===== config.mk =====
export PLATFORM = sky130hd
export DESIGN_NAME = fsr_flash_status_register
export DESIGN_NICKNAME = d
export VERILOG_FILES = /design/src/common/fsr_pkg.sv /design/src/design/fsr_byte_shifter.sv /design/src/design/fsr_flash_status_register.sv
export VERILOG_INCLUDE_DIRS = /design/src /design/src/common
export SDC_FILE = /design/constraint.sdc
export NUM_CORES = 1
export LEC_CHECK = 0
export BUFFER_PORTS_ARGS = -buffer_cell sky130_fd_sc_hd__buf_2
export CAP_MARGIN = 20
export CORE_MARGIN = 2
export CORE_UTILIZATION = 47
export CTS_BUF_LIST = sky130_fd_sc_hd__clkbuf_8 sky130_fd_sc_hd__clkbuf_16
export DETAILED_ROUTE_END_ITERATION = 7
export PLACE_DENSITY = 0.75
export SLEW_MARGIN = 20
export SYNTH_ARGS = -nofsm -noshare
export SYNTH_HDL_FRONTEND = slang
export SYNTH_SLANG_ARGS = --single-unit

===== constraint.sdc =====
create_clock -name clk_sys -period 1.3 [get_ports clk_sys]
set_input_delay 0.26 -clock clk_sys [delete_from_list [all_inputs] [get_ports clk_sys]]
set_output_delay 0.26 -clock clk_sys [all_outputs]
set_load 0.1 [all_outputs]

===== src/common/fsr_defs.svh =====
`ifndef FSR_DEFS_SVH
`define FSR_DEFS_SVH

// ============================================================
// Serial command
`define FSR_BYTE_W          8
`define FSR_OP_STATUS_READ  8'hD7

// ============================================================
// First status byte layout
`define FSR_B1_READY        7
`define FSR_B1_COMPARE      6
`define FSR_B1_DENSITY_HI   5
`define FSR_B1_DENSITY_LO   2
`define FSR_B1_PROTECT      1
`define FSR_B1_PAGE_SIZE    0

// ============================================================
// Second status byte layout
`define FSR_B2_READY        7
`define FSR_B2_UNUSED_HI    6
`define FSR_B2_FAILURE      5
`define FSR_B2_UNUSED_LO    4
`define FSR_B2_LOCKDOWN     3
`define FSR_B2_SUSPEND_BUF2 2
`define FSR_B2_SUSPEND_BUF1 1
`define FSR_B2_ERASE_SUSP   0

// ============================================================
// Reset values
`define FSR_RST_COMPARE     1'h0
`define FSR_RST_FAILURE     1'h0
`define FSR_RST_LOCKDOWN    1'h1
`define FSR_RST_SUSPEND     1'h0
`define FSR_RST_BYTE        8'h00
`define FSR_RST_COUNT       3'h0
`define FSR_LAST_BIT        3'h7

`endif


===== src/common/fsr_pkg.sv =====
`include "fsr_defs.svh"

package fsr_pkg;

  // ============================================================
  // Serial phases while chip select is low
  typedef enum logic [1:0] {
    PH_IDLE,
    PH_OPCODE,
    PH_STATUS,
    PH_IGNORE
  } fsr_phase_t;

  // ============================================================
  // Main block state
  typedef struct packed {
    fsr_phase_t                 phase;
    logic                       sckPrev;
    logic [`FSR_BYTE_W-1:0]     opcode;
    logic [2:0]                 inCnt;
    logic [2:0]                 outCnt;
    logic                       byteSel;
    logic                       loadReq;
    logic                       shiftReq;
    logic                       cmpFlag;
    logic                       failFlag;
    logic                       lockAvail;
    logic                       suspBuf1;
    logic                       suspBuf2;
    logic                       eraseSusp;
    logic [`FSR_BYTE_W-1:0]     firstByte;
    logic [`FSR_BYTE_W-1:0]     secondByte;
  } fsr_state_t;

  // ============================================================
  // Output shifter state
  typedef struct packed {
    logic [`FSR_BYTE_W-1:0]     data;
  } fsr_shift_t;

endpackage : fsr_pkg


===== src/design/fsr_byte_shifter.sv =====
`timescale 1ns/1ps
`include "fsr_defs.svh"

module fsr_byte_shifter (
  input  wire logic                   clk_sys,
  input  wire logic                   rstn,
  input  wire logic                   load,
  input  wire logic [`FSR_BYTE_W-1:0] loadData,
  input  wire logic                   shift,
  output logic                        serOut
);

  fsr_pkg::fsr_shift_t state_q;
  fsr_pkg::fsr_shift_t state_d;

  // ============================================================
  // Next state: load wins, MSB first
  always_comb begin
    state_d = state_q;
    if (load) begin
      state_d.data = loadData;
    end else if (shift) begin
      state_d.data = {state_q.data[`FSR_BYTE_W-2:0], 1'h0};
    end
  end

  // ============================================================
  // Registers
  always_ff @(posedge clk_sys) begin
    if (!rstn) begin
      state_q.data <= `FSR_RST_BYTE;
    end else begin
      state_q <= state_d;
    end
  end

  assign serOut = state_q.data[`FSR_BYTE_W-1];

endmodule : fsr_byte_shifter


===== src/design/fsr_flash_status_register.sv =====
`timescale 1ns/1ps
`include "fsr_defs.svh"

module fsr_flash_status_register #(
  // Arbitrary capacity code value, not the real part's code
  parameter logic [3:0] DENSITY_CODE = 4'hA
) (
  input  wire logic                   clk_sys,
  input  wire logic                   rstn,
  input  wire logic                   csN,
  input  wire logic                   sck,
  input  wire logic                   si,
  output logic                        so,
  output logic                        soEn,
  input  wire logic                   opBusy,
  input  wire logic                   opDone,
  input  wire logic                   opFailed,
  input  wire logic                   opAborted,
  input  wire logic                   cmpDone,
  input  wire logic                   cmpMismatch,
  input  wire logic                   protectSw,
  input  wire logic                   protectHw,
  input  wire logic                   pageBinary,
  input  wire logic                   lockFreeze,
  input  wire logic                   progSuspend1,
  input  wire logic                   progResume1,
  input  wire logic                   progSuspend2,
  input  wire logic                   progResume2,
  input  wire logic                   eraseSuspend,
  input  wire logic                   eraseResume,
  input  wire logic                   bufWrReq1,
  input  wire logic                   bufWrReq2,
  output logic                        bufWrAccept1,
  output logic                        bufWrAccept2,
  output logic [`FSR_BYTE_W-1:0]      statusFirst,
  output logic [`FSR_BYTE_W-1:0]      statusSecond
);

  fsr_pkg::fsr_state_t state_q;
  fsr_pkg::fsr_state_t state_d;

  logic                   sckRise;
  logic                   sckFall;
  logic                   protectOn;
  logic [`FSR_BYTE_W-1:0] opcodeNext;
  logic [`FSR_BYTE_W-1:0] loadByte;

  // ============================================================
  // Pin edges; pins are synchronous, so one register suffices
  assign sckRise    = sck & ~state_q.sckPrev;
  assign sckFall    = ~sck & state_q.sckPrev;
  assign opcodeNext = {state_q.opcode[`FSR_BYTE_W-2:0], si};

  // Either protection method counts
  assign protectOn = protectSw | protectHw;

  // ============================================================
  // Next state
  always_comb begin
    state_d          = state_q;
    state_d.sckPrev  = sck;
    state_d.loadReq  = 1'h0;
    state_d.shiftReq = 1'h0;

    // Compare result kept until the next compare finishes
    if (cmpDone) begin
      state_d.cmpFlag = cmpMismatch;
    end

    // An abort reports success, so the flag is never set by it
    if (opDone) begin
      state_d.failFlag = opFailed & ~opAborted;
    end

    // Once frozen, lockdown stays unavailable until reset
    if (lockFreeze) begin
      state_d.lockAvail = 1'h0;
    end

    // Suspend pulses win over a resume in the same cycle
    if (progResume1) begin
      state_d.suspBuf1 = 1'h0;
    end
    if (progSuspend1) begin
      state_d.suspBuf1 = 1'h1;
    end
    if (progResume2) begin
      state_d.suspBuf2 = 1'h0;
    end
    if (progSuspend2) begin
      state_d.suspBuf2 = 1'h1;
    end
    if (eraseResume) begin
      state_d.eraseSusp = 1'h0;
    end
    if (eraseSuspend) begin
      state_d.eraseSusp = 1'h1;
    end

    // ------------------------------------------------------------
    // Serial command decode
    if (csN) begin
      state_d.phase   = fsr_pkg::PH_IDLE;
      state_d.inCnt   = `FSR_RST_COUNT;
      state_d.outCnt  = `FSR_RST_COUNT;
      state_d.byteSel = 1'h0;
    end else begin
      unique case (state_q.phase)
        fsr_pkg::PH_IDLE: begin
          state_d.phase = fsr_pkg::PH_OPCODE;
          if (sckRise) begin
            state_d.opcode = opcodeNext;
            state_d.inCnt  = 3'h1;
          end
        end
        fsr_pkg::PH_OPCODE: begin
          if (sckRise) begin
            state_d.opcode = opcodeNext;
            state_d.inCnt  = state_q.inCnt + 3'h1;
            if (state_q.inCnt == `FSR_LAST_BIT) begin
              // Anything other than the status read is not ours
              if (opcodeNext == `FSR_OP_STATUS_READ) begin
                state_d.phase = fsr_pkg::PH_STATUS;
              end else begin
                state_d.phase = fsr_pkg::PH_IGNORE;
              end
              state_d.outCnt  = `FSR_RST_COUNT;
              state_d.byteSel = 1'h0;
            end
          end
        end
        fsr_pkg::PH_STATUS: begin
          // Each byte is sampled fresh as it starts, so ready may
          // change between bytes while the host polls
          if (sckFall) begin
            state_d.outCnt = state_q.outCnt + 3'h1;
            if (state_q.outCnt == `FSR_RST_COUNT) begin
              state_d.loadReq = 1'h1;
            end else begin
              state_d.shiftReq = 1'h1;
            end
            if (state_q.outCnt == `FSR_LAST_BIT) begin
              state_d.byteSel = ~state_q.byteSel;
            end
          end
        end
        fsr_pkg::PH_IGNORE: begin
          state_d.phase = fsr_pkg::PH_IGNORE;
        end
      endcase
    end

    // Bytes built from the updated flags, inside this process to avoid a loop
    state_d.firstByte                                      = `FSR_RST_BYTE;
    state_d.firstByte[`FSR_B1_READY]                       = ~opBusy;
    state_d.firstByte[`FSR_B1_COMPARE]                     = state_d.cmpFlag;
    state_d.firstByte[`FSR_B1_DENSITY_HI:`FSR_B1_DENSITY_LO] = DENSITY_CODE;
    state_d.firstByte[`FSR_B1_PROTECT]                     = protectOn;
    state_d.firstByte[`FSR_B1_PAGE_SIZE]                   = pageBinary;
    state_d.secondByte                                     = `FSR_RST_BYTE;
    state_d.secondByte[`FSR_B2_READY]                      = ~opBusy;
    state_d.secondByte[`FSR_B2_UNUSED_HI]                  = 1'h0;
    state_d.secondByte[`FSR_B2_FAILURE]                    = state_d.failFlag;
    state_d.secondByte[`FSR_B2_UNUSED_LO]                  = 1'h0;
    state_d.secondByte[`FSR_B2_LOCKDOWN]                   = state_d.lockAvail;
    state_d.secondByte[`FSR_B2_SUSPEND_BUF2]               = state_d.suspBuf2;
    state_d.secondByte[`FSR_B2_SUSPEND_BUF1]               = state_d.suspBuf1;
    state_d.secondByte[`FSR_B2_ERASE_SUSP]                 = state_d.eraseSusp;
  end

  // ============================================================
  // Registers
  always_ff @(posedge clk_sys) begin
    if (!rstn) begin
      state_q.phase      <= fsr_pkg::PH_IDLE;
      state_q.sckPrev    <= 1'h0;
      state_q.opcode     <= `FSR_RST_BYTE;
      state_q.inCnt      <= `FSR_RST_COUNT;
      state_q.outCnt     <= `FSR_RST_COUNT;
      state_q.byteSel    <= 1'h0;
      state_q.loadReq    <= 1'h0;
      state_q.shiftReq   <= 1'h0;
      state_q.cmpFlag    <= `FSR_RST_COMPARE;
      state_q.failFlag   <= `FSR_RST_FAILURE;
      state_q.lockAvail  <= `FSR_RST_LOCKDOWN;
      state_q.suspBuf1   <= `FSR_RST_SUSPEND;
      state_q.suspBuf2   <= `FSR_RST_SUSPEND;
      state_q.eraseSusp  <= `FSR_RST_SUSPEND;
      state_q.firstByte  <= `FSR_RST_BYTE;
      state_q.secondByte <= `FSR_RST_BYTE;
    end else begin
      state_q <= state_d;
    end
  end

  // ============================================================
  // Serial output
  // The byte loaded is the one selected before the toggle, so the
  // stream runs first, second, first, second while select is low
  assign loadByte = state_q.byteSel ? state_q.secondByte : state_q.firstByte;

  fsr_byte_shifter u_shifter (
    .clk_sys  (clk_sys),
    .rstn     (rstn),
    .load     (state_q.loadReq),
    .loadData (loadByte),
    .shift    (state_q.shiftReq),
    .serOut   (so)
  );

  // Output driven only while a status read is under way
  assign soEn = (state_q.phase == fsr_pkg::PH_STATUS) & ~csN;

  // ============================================================
  // Buffer write gating for suspended programs
  assign bufWrAccept1 = bufWrReq1 & ~state_q.suspBuf1;
  assign bufWrAccept2 = bufWrReq2 & ~state_q.suspBuf2;

  // ============================================================
  // Parallel status copies
  assign statusFirst  = state_q.firstByte;
  assign statusSecond = state_q.secondByte;

endmodule : fsr_flash_status_register


==> results of run 1 <==
==> synthesized netlist by cell type (all sizes together) (2+ instances only) <==
cell and instances:
nand3 13, and2 6, o21ai 12, nor3b 5, buf 21, mux2i 8
clkbuf 5, inv 6, a21oi 3, or3 2, nor3 2, ha 5
o211a 3, nor2 5, nand2 18, mux2 4, o22ai 3, nor2b 10
dfxtp 38, nand4b 2, o21a 4
==> report_power, final <==
group          switching [mW]  internal, mW  total (mW)
Sequential             0.0331          1.19        1.22
Clock                   0.400         0.481       0.881
Combinational           0.316         0.176       0.493
Total                   0.750          1.85        2.60
==> per-stage QoR <==
step | power (mW) | hold slack [ps] | utilization (%) | cell area [um2] | std cells
2_1_floorplan | 1.580 | 287.7 | - | 1757 | 190
3_3_place_gp | 1.725 | 418.2 | 64.65 | 2208 | 265
3_5_place_dp | 1.733 | 441.7 | 64.65 | 2208 | 265
4_1_cts | 2.618 | 126.8 | 68.61 | 2344 | 274
5_1_grt | 2.687 | 121.0 | 69.19 | 2364 | 274
6_report | 2.596 | 131.6 | 69.19 | 2364 | 274
==> per-layer routing <==
metal,global-route usage [%],vias up,share of wire [%]
li1,-,697,-
met1,18.91,641,40
met2,30.60,30,52
met3,6.338,9,5.0
met4,9.840,0,2.4
met5,0,-,0
==> worst min-delay path by stage <==
| stage | endpoint | slack (ps) | cells after the start |
|---|---|---|---|
| 2_1_floorplan | statusFirst[3]$_DFF_P_ | 290 | 0 |
| 3_3_place_gp | statusFirst[7]$_SDFF_PN0_ | 420 | 2 |
| 3_5_place_dp | statusFirst[7]$_SDFF_PN0_ | 440 | 2 |
| 4_1_cts | statusSecond[3]$_SDFF_PN0_ | 130 | 2 |
| 5_1_grt | statusFirst[7]$_SDFF_PN0_ | 120 | 2 |
| 6_report | statusSecond[3]$_SDFF_PN0_ | 130 | 2 |
==> final cells by class <==
cell class / count / area, um2
clock buffer: 6 / 93.84
inverter: 6 / 22.52
timing repair buffer: 56 / 573.1
multi-input combinational: 120 / 837.1
clock inverter: 2 / 7.507
sequential: 38 / 772.0
fill: 260 / 1052
tap: 46 / 57.56
==> cell families (layout without fill, tap and decap cells) <==
| kind of cell | Yosys count | count (layout) | synth area share, % |
|---|---|---|---|
| AOI/OAI and AO/OA | 29 | 29 | 10.80 |
| adders and majority gates | 5 | 5 | 3.650 |
| buffers and inverters | 32 | 70 | 10.88 |
| DFF | 38 | 38 | 44.38 |
| muxes | 12 | 12 | 7.299 |
| other | 1 | 4 | 0.2188 |
| and+or+nand+nor | 70 | 70 | 22.77 |
==> registers in the layout, indices dropped and copies added (netlist names) <==
name and flops:
u_shifter.state_q 8, statusFirst 5, state_q 13, opcodeNext 7, statusSecond 5
==> worst max-delay path: stages (launching register included) <==
cell and delay (ps):
dfxtp_4 350, buf_6 100, nor3b_4 210, buf_12 200
==> timing repair <==
action,CTS,global route
pin swaps,1,2
setup buffers,1,0
setup endpoints to repair,2,15
cloned,0,0
gates resized for setup,5,7
hold buffers,0,0
==> impl_metrics.ini, run 1 <==
[outcome]
status = finished, violations left
violations = setup timing

[global_route]
grt.total_usage_pct = 17.83
grt_pass1_vias = 1335
grt.overflow.total = 0
grt_pass1_wl_um = 5616
antenna_found_initial = 0
grt_max_degree = 20

[worst_setup_path]
critPathCaptureType = output port
worst-setup-path-type = flip-flop to output port
crit_path_start = state_q[41]$_SDFFE_PP0P_
regToRegSetupSlack_ps = 20
arrival_ps = 1150
reg2reg_depth = 3
timing.rr.end = state_q[24]$_SDFFE_PP0P_
reg2reg_from = state_q[41]$_SDFFE_PP0P_
cp.required_ps = 1040
cp-start-kind = flip-flop
crit_fanout = 4
critPathCapture = soEn

[sta]
slew_viol_final = 0
timing.final.crit_share_pct = 108.8
setup_viol = 1
skew_ps = 1.946
tns_ps = -114.3
clock.fmax_mhz = 707.1
grt_setup_unrepaired = yes
setup_ws_ps = -114.3
final_hold_viol_count = 0
fin_crit_ps = 1414

[worst_hold_path]
min-delay-start = lockFreeze
holdCritPathClass = primary input to flip-flop

[place]
place.gp.congestion = 0.7568
hpwl_um = 2556
post-place-ws_ps = -30.41
portBuffers = 38

[floorplan]
die_x_um = 64.39
start_util_pct = 50.18
die-area_mm2 = 0.004146
fp.dieH_um = 64.39
placementRows = 21
ios = 43
design.core.area_mm2 = 0.003416

[pwr]
powerDensity_mw_per_mm2 = 1098
ir_worst_vdd_v = 0.0006984
p_leak_nw = 0.9914

[synth]
synth-seq-cells = 38
synth_top_area_share_pct = 44.38
yosys.area.top_type = dfxtp_1
synthArstFlopShare_pct = 0
synth_ff_type = dfxtp_1
avgSynthCellArea_um2 = 9.167
synthTopCellsByArea = dfxtp_1 44%, buf_4 7.0%, mux2i_1 4.7%
ys_types = 34
synth_edf_count = 0
synth.yosys.seq_area_share_pct = 44.38
ys_warn_count = 0
syn_inst = 187
synth_area_mm2 = 0.001714

[clock_tree]
clock_path_buffers = 2
htreeDepth = 2
clkLatencyLatePin_ps = 290
clkTransAtPathRegs_ps = 70
numCtsBuffers = 5
cts_tree = built
cts_num_sinks = 38
ctsRootBufferMaster = clkbuf_8

[detailed_routing]
drt_iter0_markers = 45
drt-total-wl_um = 3486
num_vias = 1377
routedWlPerCell_um = 12.72
drc_errors = 0
final_antenna_net_count = 0
first_pass_iters = 4
avgViaCountPerCell = 5.026

[flow_run]
cap_viol_max_count = 0

[final_layout]
nNetsFinal = 255
drive_gt1_share_pct = 35.96
area_growth_syn_to_layout_pct = 37.88
final_common_cell = dfxtp_1
final_cell_mix = 31 x dfxtp_1, 22 x buf_2, 17 x nand2_1
antenna_cells = 0
Note: power is estimated with default switching activity, not from simulation.
==> run 2: changes to the inputs <==
--- a/config.mk
+++ b/config.mk
@@ -9,10 +9,10 @@
 export BUFFER_PORTS_ARGS = -buffer_cell sky130_fd_sc_hd__buf_2
 export CAP_MARGIN = 20
 export CORE_MARGIN = 2
-export CORE_UTILIZATION = 47
+export CORE_UTILIZATION = 52
 export CTS_BUF_LIST = sky130_fd_sc_hd__clkbuf_8 sky130_fd_sc_hd__clkbuf_16
 export DETAILED_ROUTE_END_ITERATION = 7
-export PLACE_DENSITY = 0.75
+export PLACE_DENSITY = 0.78
 export SLEW_MARGIN = 20
 export SYNTH_ARGS = -nofsm -noshare
 export SYNTH_HDL_FRONTEND = slang
==> constraint.sdc (replaced) <==
create_clock -name clk_sys -period 1.44 [get_ports clk_sys]
set_input_delay 0.288 -clock clk_sys [delete_from_list [all_inputs] [get_ports clk_sys]]
set_output_delay 0.288 -clock clk_sys [all_outputs]
set_load 0.1 [all_outputs]
==> run 2 against run 1 <==
  * The flow now finishes without violations
  * Worst hold slack gained 17 ps
  * Utilization shrank 4.2 points
  * Critical path depth shrank 1
  * Largest cell class unchanged
  * Final cell count shrank 4.7%
  * Setup slack gained 160 ps
  * Critical path type unchanged
  * Die area shrank 9.0%
  * Critical endpoint unchanged
==> impl_metrics.ini, run 2 (synthesis results as in run 1) <==
[outcome]
status = finished, final reports clean

[place]
hpwl_um = 2093
post-place-ws_ps = 60.77
place.gp.congestion = 0.7555
portBuffers = 38

[sta]
fin_crit_ps = 1396
final_hold_viol_count = 0
setup_viol = 0
clock.fmax_mhz = 716.3
setup_ws_ps = 44.01
timing.final.crit_share_pct = 96.94
tns_ps = 0
skew_ps = 3.924
grt_setup_unrepaired = yes
fin_hold_ws_ps = 148.7
slew_viol_final = 0

[final_layout]
register_area_um2 = 764.5
regMostFlops = state_q
multi_input_area_um2 = 794.5
nNetsFinal = 244
area_growth_syn_to_layout_pct = 17.74
drive_gt1_share_pct = 28.57
num-fill-cells = 275
utilization_pct = 65.04
largest_reg_flops = 13
antenna_cells = 0
final_cell_mix = 37 x dfxtp_1, 34 x buf_2, 18 x nand2_1
final_common_cell = dfxtp_1

[pwr]
p_seq_share_pct = 50.1
p_int_mw = 1.536
power_switching_uw = 640.9
p_leak_nw = 0.8551
swShare_pct = 29.44
comb_power_share_pct = 16.4
ir_worst_vdd_v = 0.0008126
power_mw = 2.177
powerDensity_mw_per_mm2 = 1079
clkPwrFrac_pct = 33.5

[detailed_routing]
first_pass_iters = 4
avgViaCountPerCell = 4.920
routedWlPerCell_um = 10.90
num_vias = 1284
drt_iter0_markers = 69
final_antenna_net_count = 0
drt-total-wl_um = 2846
drc_errors = 0

[worst_setup_path]
cp-start-kind = flip-flop
cp_cell_sequence = nor3b_4, buf_12
critPathCaptureType = output port
crit_fanout = 8
arrival_ps = 1110
path_buf_inv = 1
cp.required_ps = 1150
worst-setup-path-type = flip-flop to output port
cp_top_family = flip-flops
cpMaxStageDelayCell = dfxtp_4
slowest_delay_ps = 390

[global_route]
grt.total_usage_pct = 17.08
grt.overflow.total = 0
grt_pass1_wl_um = 4712
grt_pass1_vias = 1171
antenna_found_initial = 0
grt_max_degree = 34

[clock_tree]
cts_tree = built
cts_num_sinks = 38
clkTransAtPathRegs_ps = 70
holdBufCountCts = 0
ctsRootBufferMaster = clkbuf_8
numCtsBuffers = 5
post_cts.repair.setup_buffers = 0
htreeDepth = 2
clkLatencyLatePin_ps = 290
clock_path_buffers = 2

[floorplan]
die_x_um = 61.42
design.core.area_mm2 = 0.003103
die-area_mm2 = 0.003772
start_util_pct = 55.24
fp.dieH_um = 61.42
ios = 43
placementRows = 20

[worst_hold_path]
holdCritPathClass = primary input to flip-flop

[flow_run]
cap_viol_max_count = 0
-- run 2: cell count changes in the layout (fill, tap and decap cells not counted), sizes merged --
cell    before  now
buf         56   44
clkinv       0    1
clkbuf       6    7
inv          8    7
-- run 2: final cells by class --
| cell class | instances | share of cell area, % |
|---|---|---|
| Tap cell | 44 | 2.728 |
| Timing Repair Buffer | 45 | 14.38 |
| Clock buffer | 6 | 4.092 |
| Inverter | 6 | 1.116 |
| Sequential cell | 38 | 37.88 |
| Clock inverter | 2 | 0.4340 |
| Multi-Input combinational cell | 120 | 39.37 |
-- run 2: final timing paths --
kind	depth (start not counted)	from	slack, ps	end
hold reg to reg	2	state_q[19]$_SDFF_PN1_	440	statusSecond[3]$_SDFF_PN0_
hold / removal	2	opBusy	150	statusFirst[7]$_SDFF_PN0_
setup / recovery	2	state_q[41]$_SDFFE_PP0P_	40	soEn
setup reg to reg	3	state_q[41]$_SDFFE_PP0P_	70	state_q[26]$_SDFFE_PP0P_
-- run 2: repair_timing --
action	4_1_cts	5_1_grt
endpoints found under the hold margin	0	0
gates resized for setup	2	1
pin swaps	0	0
endpoints found under the setup margin	1	2
-- run 2: power by group through the flow --
stage / combinational (mW) / sequential [mW] / clock [mW]
floorplan: 0.310 / 1.11 / 0
global placement: 0.356 / 1.12 / 0
detailed placement: 0.358 / 1.12 / 0
CTS: 0.358 / 1.09 / 0.763
global route: 0.375 / 1.09 / 0.802
finish: 0.357 / 1.09 / 0.730
-- run 2: routing by layer --
layer	vias up	wire length [um]	global-route usage, %
li1	678	-	-
met1	577	1263	18.10
met2	29	1428	30.85
met3	0	154	6.933
met4	0	0	5.471
met5	-	0	0
-- run 2: stage by stage --
step / cells / instance area (um2)
2_1_floorplan: 190 / 1742
3_3_place_gp: 253 / 1921
3_5_place_dp: 253 / 1921
4_1_cts: 261 / 2016
5_1_grt: 261 / 2018
6_report: 261 / 2018
